File: config.mk
export PLATFORM = sky130hd
export DESIGN_NAME = address_breakpoint_unit
export DESIGN_NICKNAME = d
export VERILOG_FILES = /design/src/core/break_unit_pkg.sv /design/src/core/address_breakpoint_unit.sv
export VERILOG_INCLUDE_DIRS = /design/src /design/src/core
export SDC_FILE = /design/constraint.sdc
export NUM_CORES = 1
export LEC_CHECK = 0
export BUFFER_PORTS_ARGS = -buffer_cell sky130_fd_sc_hd__buf_2
export CELL_PAD_IN_SITES_DETAIL_PLACEMENT = 1
export CELL_PAD_IN_SITES_GLOBAL_PLACEMENT = 2
export CORE_MARGIN = 4
export CORE_UTILIZATION = 28
export CTS_BUF_LIST = sky130_fd_sc_hd__clkbuf_4
export CTS_CLUSTER_SIZE = 24
export DETAILED_ROUTE_END_ITERATION = 10
export GPL_ROUTABILITY_DRIVEN = 0
export PLACE_DENSITY = 0.92
export SLEW_MARGIN = 20
export SYNTH_ARGS = -nofsm -noshare
export SYNTH_HDL_FRONTEND = slang
export SYNTH_SLANG_ARGS = --single-unit
File: constraint.sdc
create_clock -name clock_i -period 2.2 [get_ports clock_i]
set_clock_uncertainty 0.05 [all_clocks]
set_input_delay 0.33 -clock clock_i [delete_from_list [all_inputs] [get_ports clock_i]]
set_output_delay 0.33 -clock clock_i [all_outputs]
set_load 0.005 [all_outputs]
File: src/core/break_unit_defs.svh
`ifndef BREAK_UNIT_DEFS_SVH
`define BREAK_UNIT_DEFS_SVH

// Register byte offsets on the AXI4-Lite bus
`define BRK_OFS_STATUS_CONTROL  8'h00
`define BRK_OFS_ADDRESS_HIGH    8'h04
`define BRK_OFS_ADDRESS_LOW     8'h08
`define BRK_OFS_AUXILIARY       8'h0C
`define BRK_OFS_WAIT_STATUS     8'h10
`define BRK_OFS_FLAG_CONTROL    8'h14

// Field positions
`define BRK_BIT_ENABLE          7
`define BRK_BIT_ACTIVE          6
`define BRK_BIT_WDOG_HOLD       0
`define BRK_BIT_WAIT_EXIT       1
`define BRK_BIT_FLAG_CLEAR      7

// Reset values
`define BRK_RST_BYTE            8'h00

// Break vectors
`define BRK_VECTOR_NORMAL       16'hFFFC
`define BRK_VECTOR_MONITOR      16'hFEFC

// AXI responses
`define BRK_RESP_OKAY           2'h0
`define BRK_RESP_SLVERR         2'h2

`endif

File: src/core/break_unit_pkg.sv
package break_unit_pkg;

  // Break sequencing, one-hot
  typedef enum logic [2:0] {
    PHASE_IDLE     = 3'b001,
    PHASE_PENDING  = 3'b010,
    PHASE_IN_BREAK = 3'b100
  } break_phase_t;

  // CPU core side, same clock
  typedef struct packed {
    logic [15:0] addr;      // Address on the internal bus
    logic        fetch;     // Address comes from the program counter
    logic        opcode;    // This fetch is an opcode fetch
    logic        boundary;  // Next instruction about to start
    logic        return_from_interrupt_instruction;       // Return from interrupt executed
  } cpu_bus_t;

  // Chip mode from system integration logic, same clock
  typedef struct packed {
    logic monitor;    // Monitor mode
    logic emulation;  // Emulation mode
    logic wait_mode;  // In wait mode
    logic stop_mode;  // In stop mode
    logic wait_exit;  // Pulse: wait mode left
  } sys_mode_t;

endpackage

File: src/core/address_breakpoint_unit.sv
`timescale 1ns/1ns
`default_nettype none
`include "break_unit_defs.svh"
// What this block does
// Enabled address match requests a software interrupt
// Vector FFFC normally, FEFC in monitor mode
// Writing one to active flag forces break
// Opcode match breaks before that instruction runs
// Operand match lets instruction finish first
// Match sets active flag; write zero clears
// Enable bit seven gates full address match
// Break address in high and low bytes
// Return from interrupt ends the break state
// Timer counter halted while break in progress
// Watchdog held in break with monitor mode
// Status clears in break only when enabled
// In emulation mode, flag records wait exit caused by break
// No address break in wait or stop
// Same address no rebreak until address rewritten
// Software rewrites address, clears flag, each break
// Compare program counter fetches, every clock cycle
module address_breakpoint_unit
  import break_unit_pkg::*;
(
  // Clock and reset
  input  wire logic        clock_i,
  input  wire logic        rstn_i,
  // AXI4-Lite write address
  input  wire logic        s_axi_awvalid_i,
  output logic             s_axi_awready_o,
  input  wire logic [7:0]  s_axi_awaddr_i,
  // AXI4-Lite write data
  input  wire logic        s_axi_wvalid_i,
  output logic             s_axi_wready_o,
  input  wire logic [31:0] s_axi_wdata_i,
  input  wire logic [3:0]  s_axi_wstrb_i,
  // AXI4-Lite write response
  output logic             s_axi_bvalid_o,
  input  wire logic        s_axi_bready_i,
  output logic [1:0]       s_axi_bresp_o,
  // AXI4-Lite read address
  input  wire logic        s_axi_arvalid_i,
  output logic             s_axi_arready_o,
  input  wire logic [7:0]  s_axi_araddr_i,
  // AXI4-Lite read data
  output logic             s_axi_rvalid_o,
  input  wire logic        s_axi_rready_i,
  output logic [31:0]      s_axi_rdata_o,
  output logic [1:0]       s_axi_rresp_o,
  // CPU core and chip mode
  input  wire cpu_bus_t    cpu_i,
  input  wire sys_mode_t   mode_i,
  // To system integration logic and peripherals
  output logic             breakpoint_request_o,
  output logic [15:0]      break_vector_o,
  output logic             break_state_o,
  output logic             timer_halt_o,
  output logic             watchdog_hold_o,
  output logic             flag_clear_allow_o
);

  // Reset release synchroniser
  logic rst_meta_reg;
  logic rst_sync_reg;
  always_ff @(posedge clock_i or negedge rstn_i) begin
    if (!rstn_i) begin
      rst_meta_reg <= 1'b0;
      rst_sync_reg <= 1'b0;
    end else begin
      rst_meta_reg <= 1'b1;
      rst_sync_reg <= rst_meta_reg;
    end
  end
  logic rstn_s;
  assign rstn_s = rst_sync_reg;

  // Bus slave state
  logic        aw_have_reg, aw_have_next;
  logic [7:0]  awaddr_reg, awaddr_next;
  logic        w_have_reg, w_have_next;
  logic [31:0] wdata_reg, wdata_next;
  logic [3:0]  wstrb_reg, wstrb_next;
  logic        bvalid_reg, bvalid_next;
  logic [1:0]  bresp_reg, bresp_next;
  logic        rvalid_reg, rvalid_next;
  logic [31:0] rdata_reg, rdata_next;
  logic [1:0]  rresp_reg, rresp_next;

  // Break registers
  logic         enable_reg, enable_next;
  logic         active_reg, active_next;
  logic [7:0]   addr_high_reg, addr_high_next;
  logic [7:0]   addr_low_reg, addr_low_next;
  logic         wdog_hold_reg, wdog_hold_next;
  logic         wait_exit_reg, wait_exit_next;
  logic         flag_clear_reg, flag_clear_next;
  logic         hold_off_reg, hold_off_next;
  break_phase_t phase_reg, phase_next;
  logic [15:0]  vector_reg, vector_next;

  // Write decode
  logic       do_write;
  logic       lane0;
  logic [7:0] wbyte;
  logic       wr_status, wr_high, wr_low, wr_aux, wr_wait, wr_flag;
  logic       wr_mapped;

  assign do_write  = aw_have_reg && w_have_reg && !bvalid_reg;
  assign lane0     = wstrb_reg[0];
  assign wbyte     = wdata_reg[7:0];
  assign wr_status = do_write && lane0
                     && (awaddr_reg == `BRK_OFS_STATUS_CONTROL);
  assign wr_high   = do_write && lane0
                     && (awaddr_reg == `BRK_OFS_ADDRESS_HIGH);
  assign wr_low    = do_write && lane0
                     && (awaddr_reg == `BRK_OFS_ADDRESS_LOW);
  assign wr_aux    = do_write && lane0
                     && (awaddr_reg == `BRK_OFS_AUXILIARY);
  assign wr_wait   = do_write && lane0
                     && (awaddr_reg == `BRK_OFS_WAIT_STATUS);
  assign wr_flag   = do_write && lane0
                     && (awaddr_reg == `BRK_OFS_FLAG_CONTROL);

  // Address map check for the response code
  always_comb begin
    unique case (awaddr_reg)
      `BRK_OFS_STATUS_CONTROL, `BRK_OFS_ADDRESS_HIGH,
      `BRK_OFS_ADDRESS_LOW, `BRK_OFS_AUXILIARY,
      `BRK_OFS_WAIT_STATUS, `BRK_OFS_FLAG_CONTROL: wr_mapped = 1'b1;
      default: wr_mapped = 1'b0;
    endcase
  end

  // Break triggers
  logic trig_hw;
  logic sw_force;
  logic req_now;

  assign trig_hw = enable_reg
                   && cpu_i.fetch
                   && (cpu_i.addr == {addr_high_reg, addr_low_reg})
                   && !active_reg && !hold_off_reg
                   && !mode_i.wait_mode && !mode_i.stop_mode;
  assign sw_force = wr_status && wbyte[`BRK_BIT_ACTIVE];

  // Request at instruction boundary; opcode hit goes straight through
  assign req_now = cpu_i.boundary
                   && ((phase_reg == PHASE_PENDING)
                       || ((phase_reg == PHASE_IDLE)
                           && trig_hw && cpu_i.opcode));

  // Read data mux
  logic [7:0] rbyte;
  logic       rd_mapped;
  always_comb begin
    rbyte     = `BRK_RST_BYTE;
    rd_mapped = 1'b1;
    unique case (s_axi_araddr_i)
      `BRK_OFS_STATUS_CONTROL: begin
        rbyte[`BRK_BIT_ENABLE] = enable_reg;
        rbyte[`BRK_BIT_ACTIVE] = active_reg;
      end
      `BRK_OFS_ADDRESS_HIGH: rbyte = addr_high_reg;
      `BRK_OFS_ADDRESS_LOW:  rbyte = addr_low_reg;
      `BRK_OFS_AUXILIARY:    rbyte[`BRK_BIT_WDOG_HOLD] = wdog_hold_reg;
      `BRK_OFS_WAIT_STATUS:  rbyte[`BRK_BIT_WAIT_EXIT] = wait_exit_reg;
      `BRK_OFS_FLAG_CONTROL: rbyte[`BRK_BIT_FLAG_CLEAR] = flag_clear_reg;
      default: rd_mapped = 1'b0;
    endcase
  end

  // Bus slave next state
  always_comb begin
    aw_have_next = aw_have_reg;
    awaddr_next  = awaddr_reg;
    w_have_next  = w_have_reg;
    wdata_next   = wdata_reg;
    wstrb_next   = wstrb_reg;
    bvalid_next  = bvalid_reg;
    bresp_next   = bresp_reg;
    rvalid_next  = rvalid_reg;
    rdata_next   = rdata_reg;
    rresp_next   = rresp_reg;
    if (s_axi_awvalid_i && s_axi_awready_o) begin
      aw_have_next = 1'b1;
      awaddr_next  = s_axi_awaddr_i;
    end
    if (s_axi_wvalid_i && s_axi_wready_o) begin
      w_have_next = 1'b1;
      wdata_next  = s_axi_wdata_i;
      wstrb_next  = s_axi_wstrb_i;
    end
    if (do_write) begin
      aw_have_next = 1'b0;
      w_have_next  = 1'b0;
      bvalid_next  = 1'b1;
      bresp_next   = wr_mapped ? `BRK_RESP_OKAY : `BRK_RESP_SLVERR;
    end else if (bvalid_reg && s_axi_bready_i) begin
      bvalid_next = 1'b0;
    end
    if (s_axi_arvalid_i && s_axi_arready_o) begin
      rvalid_next = 1'b1;
      rdata_next  = {24'h000000, rbyte};
      rresp_next  = rd_mapped ? `BRK_RESP_OKAY : `BRK_RESP_SLVERR;
    end else if (rvalid_reg && s_axi_rready_i) begin
      rvalid_next = 1'b0;
    end
  end

  // Bus slave registers
  always_ff @(posedge clock_i or negedge rstn_s) begin
    if (!rstn_s) begin
      aw_have_reg <= 1'b0;
      awaddr_reg  <= 8'h00;
      w_have_reg  <= 1'b0;
      wdata_reg   <= 32'h00000000;
      wstrb_reg   <= 4'h0;
      bvalid_reg  <= 1'b0;
      bresp_reg   <= `BRK_RESP_OKAY;
      rvalid_reg  <= 1'b0;
      rdata_reg   <= 32'h00000000;
      rresp_reg   <= `BRK_RESP_OKAY;
    end else begin
      aw_have_reg <= aw_have_next;
      awaddr_reg  <= awaddr_next;
      w_have_reg  <= w_have_next;
      wdata_reg   <= wdata_next;
      wstrb_reg   <= wstrb_next;
      bvalid_reg  <= bvalid_next;
      bresp_reg   <= bresp_next;
      rvalid_reg  <= rvalid_next;
      rdata_reg   <= rdata_next;
      rresp_reg   <= rresp_next;
    end
  end

  // Break register and sequencer next state
  always_comb begin
    enable_next     = enable_reg;
    active_next     = active_reg;
    addr_high_next  = addr_high_reg;
    addr_low_next   = addr_low_reg;
    wdog_hold_next  = wdog_hold_reg;
    wait_exit_next  = wait_exit_reg;
    flag_clear_next = flag_clear_reg;
    hold_off_next   = hold_off_reg;
    phase_next      = phase_reg;
    // Control writes
    if (wr_status) begin
      enable_next = wbyte[`BRK_BIT_ENABLE];
      active_next = wbyte[`BRK_BIT_ACTIVE];
    end
    if (wr_high) begin
      addr_high_next = wbyte;
    end
    if (wr_low) begin
      addr_low_next = wbyte;
    end
    if (wr_aux) begin
      wdog_hold_next = wbyte[`BRK_BIT_WDOG_HOLD];
    end
    if (wr_flag) begin
      flag_clear_next = wbyte[`BRK_BIT_FLAG_CLEAR];
    end
    // Rewriting the address re-arms matching
    if (wr_high || wr_low) begin
      hold_off_next = 1'b0;
    end
    // Hardware set wins over a software clear
    if (trig_hw) begin
      active_next   = 1'b1;
      hold_off_next = 1'b1;
    end
    // Wait exit flag: write zero clears, break exit in emulation mode sets
    if (wr_wait && !wbyte[`BRK_BIT_WAIT_EXIT]) begin
      wait_exit_next = 1'b0;
    end
    if (mode_i.wait_exit && mode_i.emulation
        && (phase_reg != PHASE_IDLE || req_now)) begin
      wait_exit_next = 1'b1;
    end
    // Sequencer
    unique case (phase_reg)
      PHASE_IDLE: begin
        if (req_now) begin
          phase_next = PHASE_IN_BREAK;
        end else if (trig_hw || sw_force) begin
          phase_next = PHASE_PENDING;
        end
      end
      PHASE_PENDING: begin
        if (req_now) begin
          phase_next = PHASE_IN_BREAK;
        end
      end
      PHASE_IN_BREAK: begin
        if (cpu_i.return_from_interrupt_instruction) begin
          phase_next = PHASE_IDLE;
        end
      end
      default: phase_next = PHASE_IDLE;
    endcase
  end

  // Vector choice follows monitor mode
  assign vector_next = mode_i.monitor ? `BRK_VECTOR_MONITOR
                                      : `BRK_VECTOR_NORMAL;

  // Break registers
  always_ff @(posedge clock_i or negedge rstn_s) begin
    if (!rstn_s) begin
      enable_reg     <= 1'b0;
      active_reg     <= 1'b0;
      addr_high_reg  <= `BRK_RST_BYTE;
      addr_low_reg   <= `BRK_RST_BYTE;
      wdog_hold_reg  <= 1'b0;
      wait_exit_reg  <= 1'b0;
      flag_clear_reg <= 1'b0;
      hold_off_reg   <= 1'b0;
      phase_reg      <= PHASE_IDLE;
      vector_reg     <= `BRK_VECTOR_NORMAL;
    end else begin
      enable_reg     <= enable_next;
      active_reg     <= active_next;
      addr_high_reg  <= addr_high_next;
      addr_low_reg   <= addr_low_next;
      wdog_hold_reg  <= wdog_hold_next;
      wait_exit_reg  <= wait_exit_next;
      flag_clear_reg <= flag_clear_next;
      hold_off_reg   <= hold_off_next;
      phase_reg      <= phase_next;
      vector_reg     <= vector_next;
    end
  end

  // Bus outputs
  assign s_axi_awready_o = !aw_have_reg && !bvalid_reg;
  assign s_axi_wready_o  = !w_have_reg && !bvalid_reg;
  assign s_axi_bvalid_o  = bvalid_reg;
  assign s_axi_bresp_o   = bresp_reg;
  assign s_axi_arready_o = !rvalid_reg;
  assign s_axi_rvalid_o  = rvalid_reg;
  assign s_axi_rdata_o   = rdata_reg;
  assign s_axi_rresp_o   = rresp_reg;

  // Break side outputs
  logic in_break;
  assign in_break             = (phase_reg == PHASE_IN_BREAK);
  assign breakpoint_request_o = req_now;
  assign break_vector_o       = vector_reg;
  assign break_state_o        = in_break;
  assign timer_halt_o         = in_break;
  assign watchdog_hold_o      = in_break && mode_i.monitor
                                && wdog_hold_reg;
  assign flag_clear_allow_o   = !in_break || flag_clear_reg;

endmodule // address_breakpoint_unit
`default_nettype wire

==> results.md, run 1 <==
* Post-synth cell types at 44
* Area growth from synthesis to layout at 29.4%
* Num ports at 146
* Hold Crit Start: s_axi_bready_i
* Commonest non-fill, non-tap cell in the layout: buf_2
* Setup crit end kind: register
* CTS tree: built
* Post-Place Setup Slack at -0.214 ns
* Initial antenna violation count at 0
* Starting Density at between 20 and 30%
* CTS Buf Count at 9
* Min-delay worst type: in2reg
* Total iterations of the first detailed-routing run at 4
* Syn Area/Cell at 11.0 µm²
* Kind of cell adding the most delay to the critical path: simple AND/OR/NAND/NOR gates
* Share of the synthesized area in the top cell type at between 40% and 50%
* Yosys warns at 0
* CP cell instances: or4_4 -> or3_4 -> nor4b_4 -> buf_6 -> mux2_4
* Setup violators final at 19
* Commonest cells after routing, fill and taps aside: buf_2, dfrtp_1, conb_1
* Port bufs at 77
* Starting DRT DRC Count at 49
* Seq/Total Area, Yosys at 47.7%
* Met3 Use GR at 4.87%
* Hold Violations, Final at 0
* DRC viols at 0
* Ys async rst share at 100%
* Power Density at 835 mW/mm²
* Core Area at 0.0108 mm²
* Sink Count at 59
* Clock transition at the registers of the reported paths at 0.10 ns
* H-Tree Depth at 3
* Worst vdd ir at roughly 0.51 mV
* CP max-delay cell: or4_4
* Worst-Margin Slew at 0.520 ns
* Clk root buf: clkbuf_4
* Startpoint types: register
* Setup TNS at -2.00 ns
* Routed Antenna Nets at 0
* Slew HR at 65.3%
* Per-cell routed wire length at 16.1 µm
* Post-layout util at 37.0%
* Post-Synthesis Cells at 281
* Number of global-route vias before repair at 2,566
* Layout cells sized above 1 at a little over two fifths
* Final hold slack at ~0.06 ns
* Failing checks: negative setup slack
* Global routing met2 resource utilization at a little under a quarter
* Area leader, netlist: dfrtp_1
* Row cnt at 38
* Syn Std Cell Area at 0.00310 mm²
* Nets at 470
* RSZ-0062 raised after global routing: true
* Clk Latency, worst-skew pair at 0.41 ns
* Final worst-path cycle share at 107%
* Die Span Y at 113 µm
* Dpl hpwl at 6200 µm
* GRT Util Overall at about an eighth
* Drt total wl at 8550 µm
* Commonest register cell after synthesis: dfrtp_1
* Die area at 0.0128 mm²
* RR Startpoint: awaddr_reg[0]
* Worst Path Max Fanout at 5
* Req. time, crit path at 2.45 ns
* First-pass GRT wire length at 13,000 µm
* Aggregate global routing overflow at 0
* Run status: complete, but fails checks
* Worst reg2reg setup slack at -0.16 ns
* Chip Width at 113 µm
* # diodes at 0
* CP startpoint: awaddr_reg[0]
* Vias per Instance at between 4 and 5
* Flops & latches, synth at 59
* CP peak stage delay at between 0.5 and 0.6 ns
* Gr busiest metal: met2
* Fmax at 0.423 GHz
* Largest net degree at the start of global routing at 58
* Maxcap violations at 0
* Via Count at 2,362
* Kind of critical path: reg2reg
* EDFF count, synth at 0
* Setup slack after layout at -0.164 ns
* Leak pwr at 1.95 nW
* Synth area leaders: dfrtp_1, mux2_2, buf_4
* Global routing usage on met1 at 14.9%
* Bufs on Longest Clock Path at 2
* Worst Path Arrival at 2.61 ns
* Bufs and invs on worst path at 1
* Final worst path period need at 2.36 ns
* Slew Limit Fails at 0
[where the power goes]
part / switching (W) / internal, W / leakage, nW / total, W
logic: 0.000366 / 0.000514 / 1.14 / 0.000880
clock network: 0.000427 / 0.000342 / 0.0733 / 0.000769
registers: 0.000343 / 0.00136 / 0.745 / 0.00170
[worst reg2reg max path, stage by stage, from the launching register on]
cell	delay [ns]
dfrtp_1	0.39
or4_4	0.54
or3_4	0.43
nor4b_4	0.35
buf_6	0.20
mux2_4	0.31
[synthesized netlist by cell type (all sizes together) (2+ instances only)]
cell type / number
mux2: 36
nor2: 7
mux2i: 4
conb: 2
xor2: 12
o41ai: 2
or4: 2
o21ai: 12
xnor2: 4
o31ai: 2
a21oi: 2
nor4b: 3
o21a: 3
a211oi: 2
nand3: 5
dfrtp: 57
o22a: 2
or3: 2
a31oi: 3
inv: 7
nor4: 5
clkbuf: 7
dfstp: 2
nor3: 5
nand2b: 6
and3: 3
a22oi: 4
buf: 43
nor2b: 4
nor4bb: 2
nand2: 22
[cell type report]
type / count / area [µm²]
Clock inverter: 7 / 68.8
Tap cell: 140 / 175
Inverter: 7 / 26.3
Timing Repair Buffer: 104 / 631
Fill cell: 1252 / 6830
Sequential cell: 59 / 1480
Multi-Input combinational cell: 205 / 1570
Clock buffer: 9 / 67.6
[what timing repair did]
action                     CTS  global route
gates resized for setup     23            21
gates cloned                 1             1
setup endpoints to repair   19            22
pin swaps                    3             5
buffers inserted             6             3
hold endpoints to repair     3             1
hold buffers                 2             1
[stage by stage]
stage | area, µm² | total power, W | instances
floorplan | 3260 | 0.00218 | 321
global placement | 3580 | 0.00240 | 501
detailed placement | 3580 | 0.00247 | 501
CTS | 3880 | 0.00333 | 526
global route | 4020 | 0.00357 | 531
finish | 4020 | 0.00335 | 531
[path summary, 6_finish.rpt]
| check | end | depth (start not counted) |
|---|---|---|
| max in group asynchronous | phase_reg[0] | 1 |
| setup / recovery | addr_low_reg[7] | 5 |
| hold / removal | s_axi_bvalid_o | 2 |
| hold reg to reg | s_axi_rdata_o[3] | 1 |
| setup reg to reg | addr_low_reg[7] | 5 |
| min in group asynchronous | rst_sync_reg | 2 |
[per-layer routing]
| metal | share of wire [%] | routed length [µm] |
|---|---|---|
| met1 | 40 | 3390 |
| met4 | 1.1 | 95 |
| met3 | 6.9 | 593 |
| met2 | 52 | 4470 |
| met5 | 0 | 0 |
[cells by family (layout without fill, tap and decap cells)]
group / Yosys count / in the layout / share of synthesized area [%]
buf+inv: 57 / 127 / 12.0
mux: 40 / 40 / 14.4
flops: 59 / 59 / 47.7
xor+xnor: 16 / 16 / 4.52
simple gates: 70 / 70 / 13.2
other cells: 2 / 42 / 0.242
compound gates: 37 / 37 / 7.99
(Power assumes the default switching activity.)
==> run 2, diff against run 1 <==
- CORE_UTILIZATION: 28 -> 31
- PLACE_DENSITY: 0.92 -> 0.95
- REMOVE_ABC_BUFFERS: default -> 1
- clock period: 2.2 -> 2.8 ns (I/O delays scaled with it)
==> results.md, run 2 (synthesis results as in run 1) <==
* Leak pwr at ~1.8 nW
* Starting Density at 31.7%
* Bufs on Longest Clock Path at 2
* CP cell instances: or4_1 -> nor4_1 -> buf_4 -> nand3_1 -> nand2_1 -> buf_2
* Setup crit end kind: primary output
* Row cnt at 36
* Die area at 0.0117 mm²
* Nets at between 400 and 500
* Layout cells sized above 1 at 37.4%
* Sequential Power Share at 52.3%
* Slew Limit Fails at 0
* Sw Pwr at 0.000782 W
* Total iterations of the first detailed-routing run at 4
* Clock transition at the registers of the reported paths at 0.11 ns
* Commonest non-fill, non-tap cell in the layout: buf_2
* Setup bufs post-CTS at 0
* CTS Buf Count at 9
* Hold Violations, Final at 0
* Req. time, crit path at 2.33 ns
* Sink Count at 59
* Core Area at 0.00977 mm²
* Num ports at 146
* Worst Path Arrival at about 2.1 ns
* Clk Latency, worst-skew pair at 0.40 ns
* Largest net degree at the start of global routing at 50
* Worst vdd ir at ~0.42 mV
* Clk root buf: clkbuf_4
* Per-cell routed wire length at 14.8 µm
* Area growth from synthesis to layout at 17.9%
* Aggregate global routing overflow at 0
* Power Density at ~690 mW/mm²
* Worst Path Max Fanout at 4
* Kind of critical path: reg2out
* First-pass GRT wire length at 11,900 µm
* Int Pwr at 0.00174 W
* Chip Width at 108 µm
* Drt total wl at 7420 µm
* Dpl hpwl at 5910 µm
* Final worst path period need at 2.53 ns
* RR Startpoint: awaddr_reg[0]
* H-Tree Depth at 3
* CP peak stage delay at 0.52 ns
* Commonest cells after routing, fill and taps aside: buf_2, dfrtp_1, conb_1
* # diodes at 0
* Port bufs at 77
* Hold Crit Depth at 2
* Part of the power in the clock network at 26.2%
* Hold Crit Start: mode_i[4]
* Final worst-path cycle share at 90.2%
* Setup TNS at 0 ns
* Slew HR at 51.2%
* Maxcap violations at 0
* Setup violators final at 0
* R2R depth at 5
* Starting DRT DRC Count at slightly above 100
* Bufs and invs on worst path at 2
* Via Count at 2,284
* Cts hold-fix bufs at 1
* Reg2Reg Capture Point: addr_low_reg[1]
* Number of global-route vias before repair at around 2,400
* Routed Antenna Nets at 0
* RSZ-0062 raised after global routing: false
* CTS tree: built
* CP max-delay cell: or4_1
* PostCTS Resize Cnt at 0
* GRT Util Overall at 13.1%
* DRC viols at 0
* Initial antenna violation count at 0
* Worst reg2reg setup slack at ~0.36 ns
* Post-layout util at 37.4%
* Worst-Margin Slew at 0.731 ns
* Logic gate share of total power at about 22%
* Run status: complete, no violations
* Min-delay worst type: in2reg
* Sw frac at 31.0%
* Hold path endpoint: break_vector_o[8]
* Kind of cell adding the most delay to the critical path: simple AND/OR/NAND/NOR gates
* Fmax at slightly below 0.4 GHz
* Die Span Y at 108 µm
* Vias per Instance at 4.55
* Startpoint types: register
-- run 2: cell types whose count changed in the layout (fill, tap and decap cells not counted), moves of 2 or more --
| cell | delta |
|---|---|
| o31ai_2 | -2 |
| clkinv_4 | -2 |
| nor4_1 | +3 |
| dlygate4sd3_1 | -2 |
| mux2_2 | +17 |
| nor4_4 | -2 |
| mux2_4 | -18 |
| buf_4 | -12 |
| o31ai_1 | +2 |
| buf_6 | -6 |
-- run 2: layer usage --
metal | global-route usage [%] | part of all wire (%) | vias up
li1 | - | - | 1067
met1 | 15.5 | 40 | 1116
met2 | 21.8 | 49 | 83
met3 | 4.30 | 7.5 | 18
met4 | 5.86 | 2.9 | 0
met5 | 0 | 0 | -
-- run 2: final cells by class --
class,count,area [µm²]
inverters,7,26.3
multi-input cells,205,1400
flip-flops and latches,59,1480
repair buffers,83,433
clock buffers,9,67.6
fillers,1158,6120
clock inverters,6,81.3
well taps,133,166
-- run 2: how the worst max path moves through the flow --
stage	from	end	depth (start not counted)
finish	active_reg	breakpoint_request_o	6
global route	active_reg	breakpoint_request_o	6
CTS	active_reg	breakpoint_request_o	6
detailed placement	awaddr_reg[0]	addr_low_reg[4]	5
global placement	awaddr_reg[0]	addr_high_reg[2]	5
floorplan	awaddr_reg[0]	addr_low_reg[0]	4
-- run 2: per-stage QoR --
step	hold slack, ns	instance area [µm²]	cells	setup slack, ns	power [W]
2_1_floorplan	0.0744	2910	271	0.413	0.00166
3_3_place_gp	0.156	3500	486	0.416	0.00185
3_5_place_dp	0.159	3500	486	0.346	0.00189
4_1_cts	0.0542	3650	502	0.220	0.00257
5_1_grt	0.0501	3660	502	0.118	0.00270
6_report	0.0786	3660	502	0.274	0.00253
-- run 2: power groups by stage --
stage / Sequential, W / Clock (W) / Combinational (W)
6_report: 0.00132 / 0.000662 / 0.000543
3_5_place_dp: 0.00134 / 0 / 0.000547
2_1_floorplan: 0.00126 / 0 / 0.000399
5_1_grt: 0.00136 / 0.000726 / 0.000616
3_3_place_gp: 0.00133 / 0 / 0.000521
4_1_cts: 0.00132 / 0.000691 / 0.000551
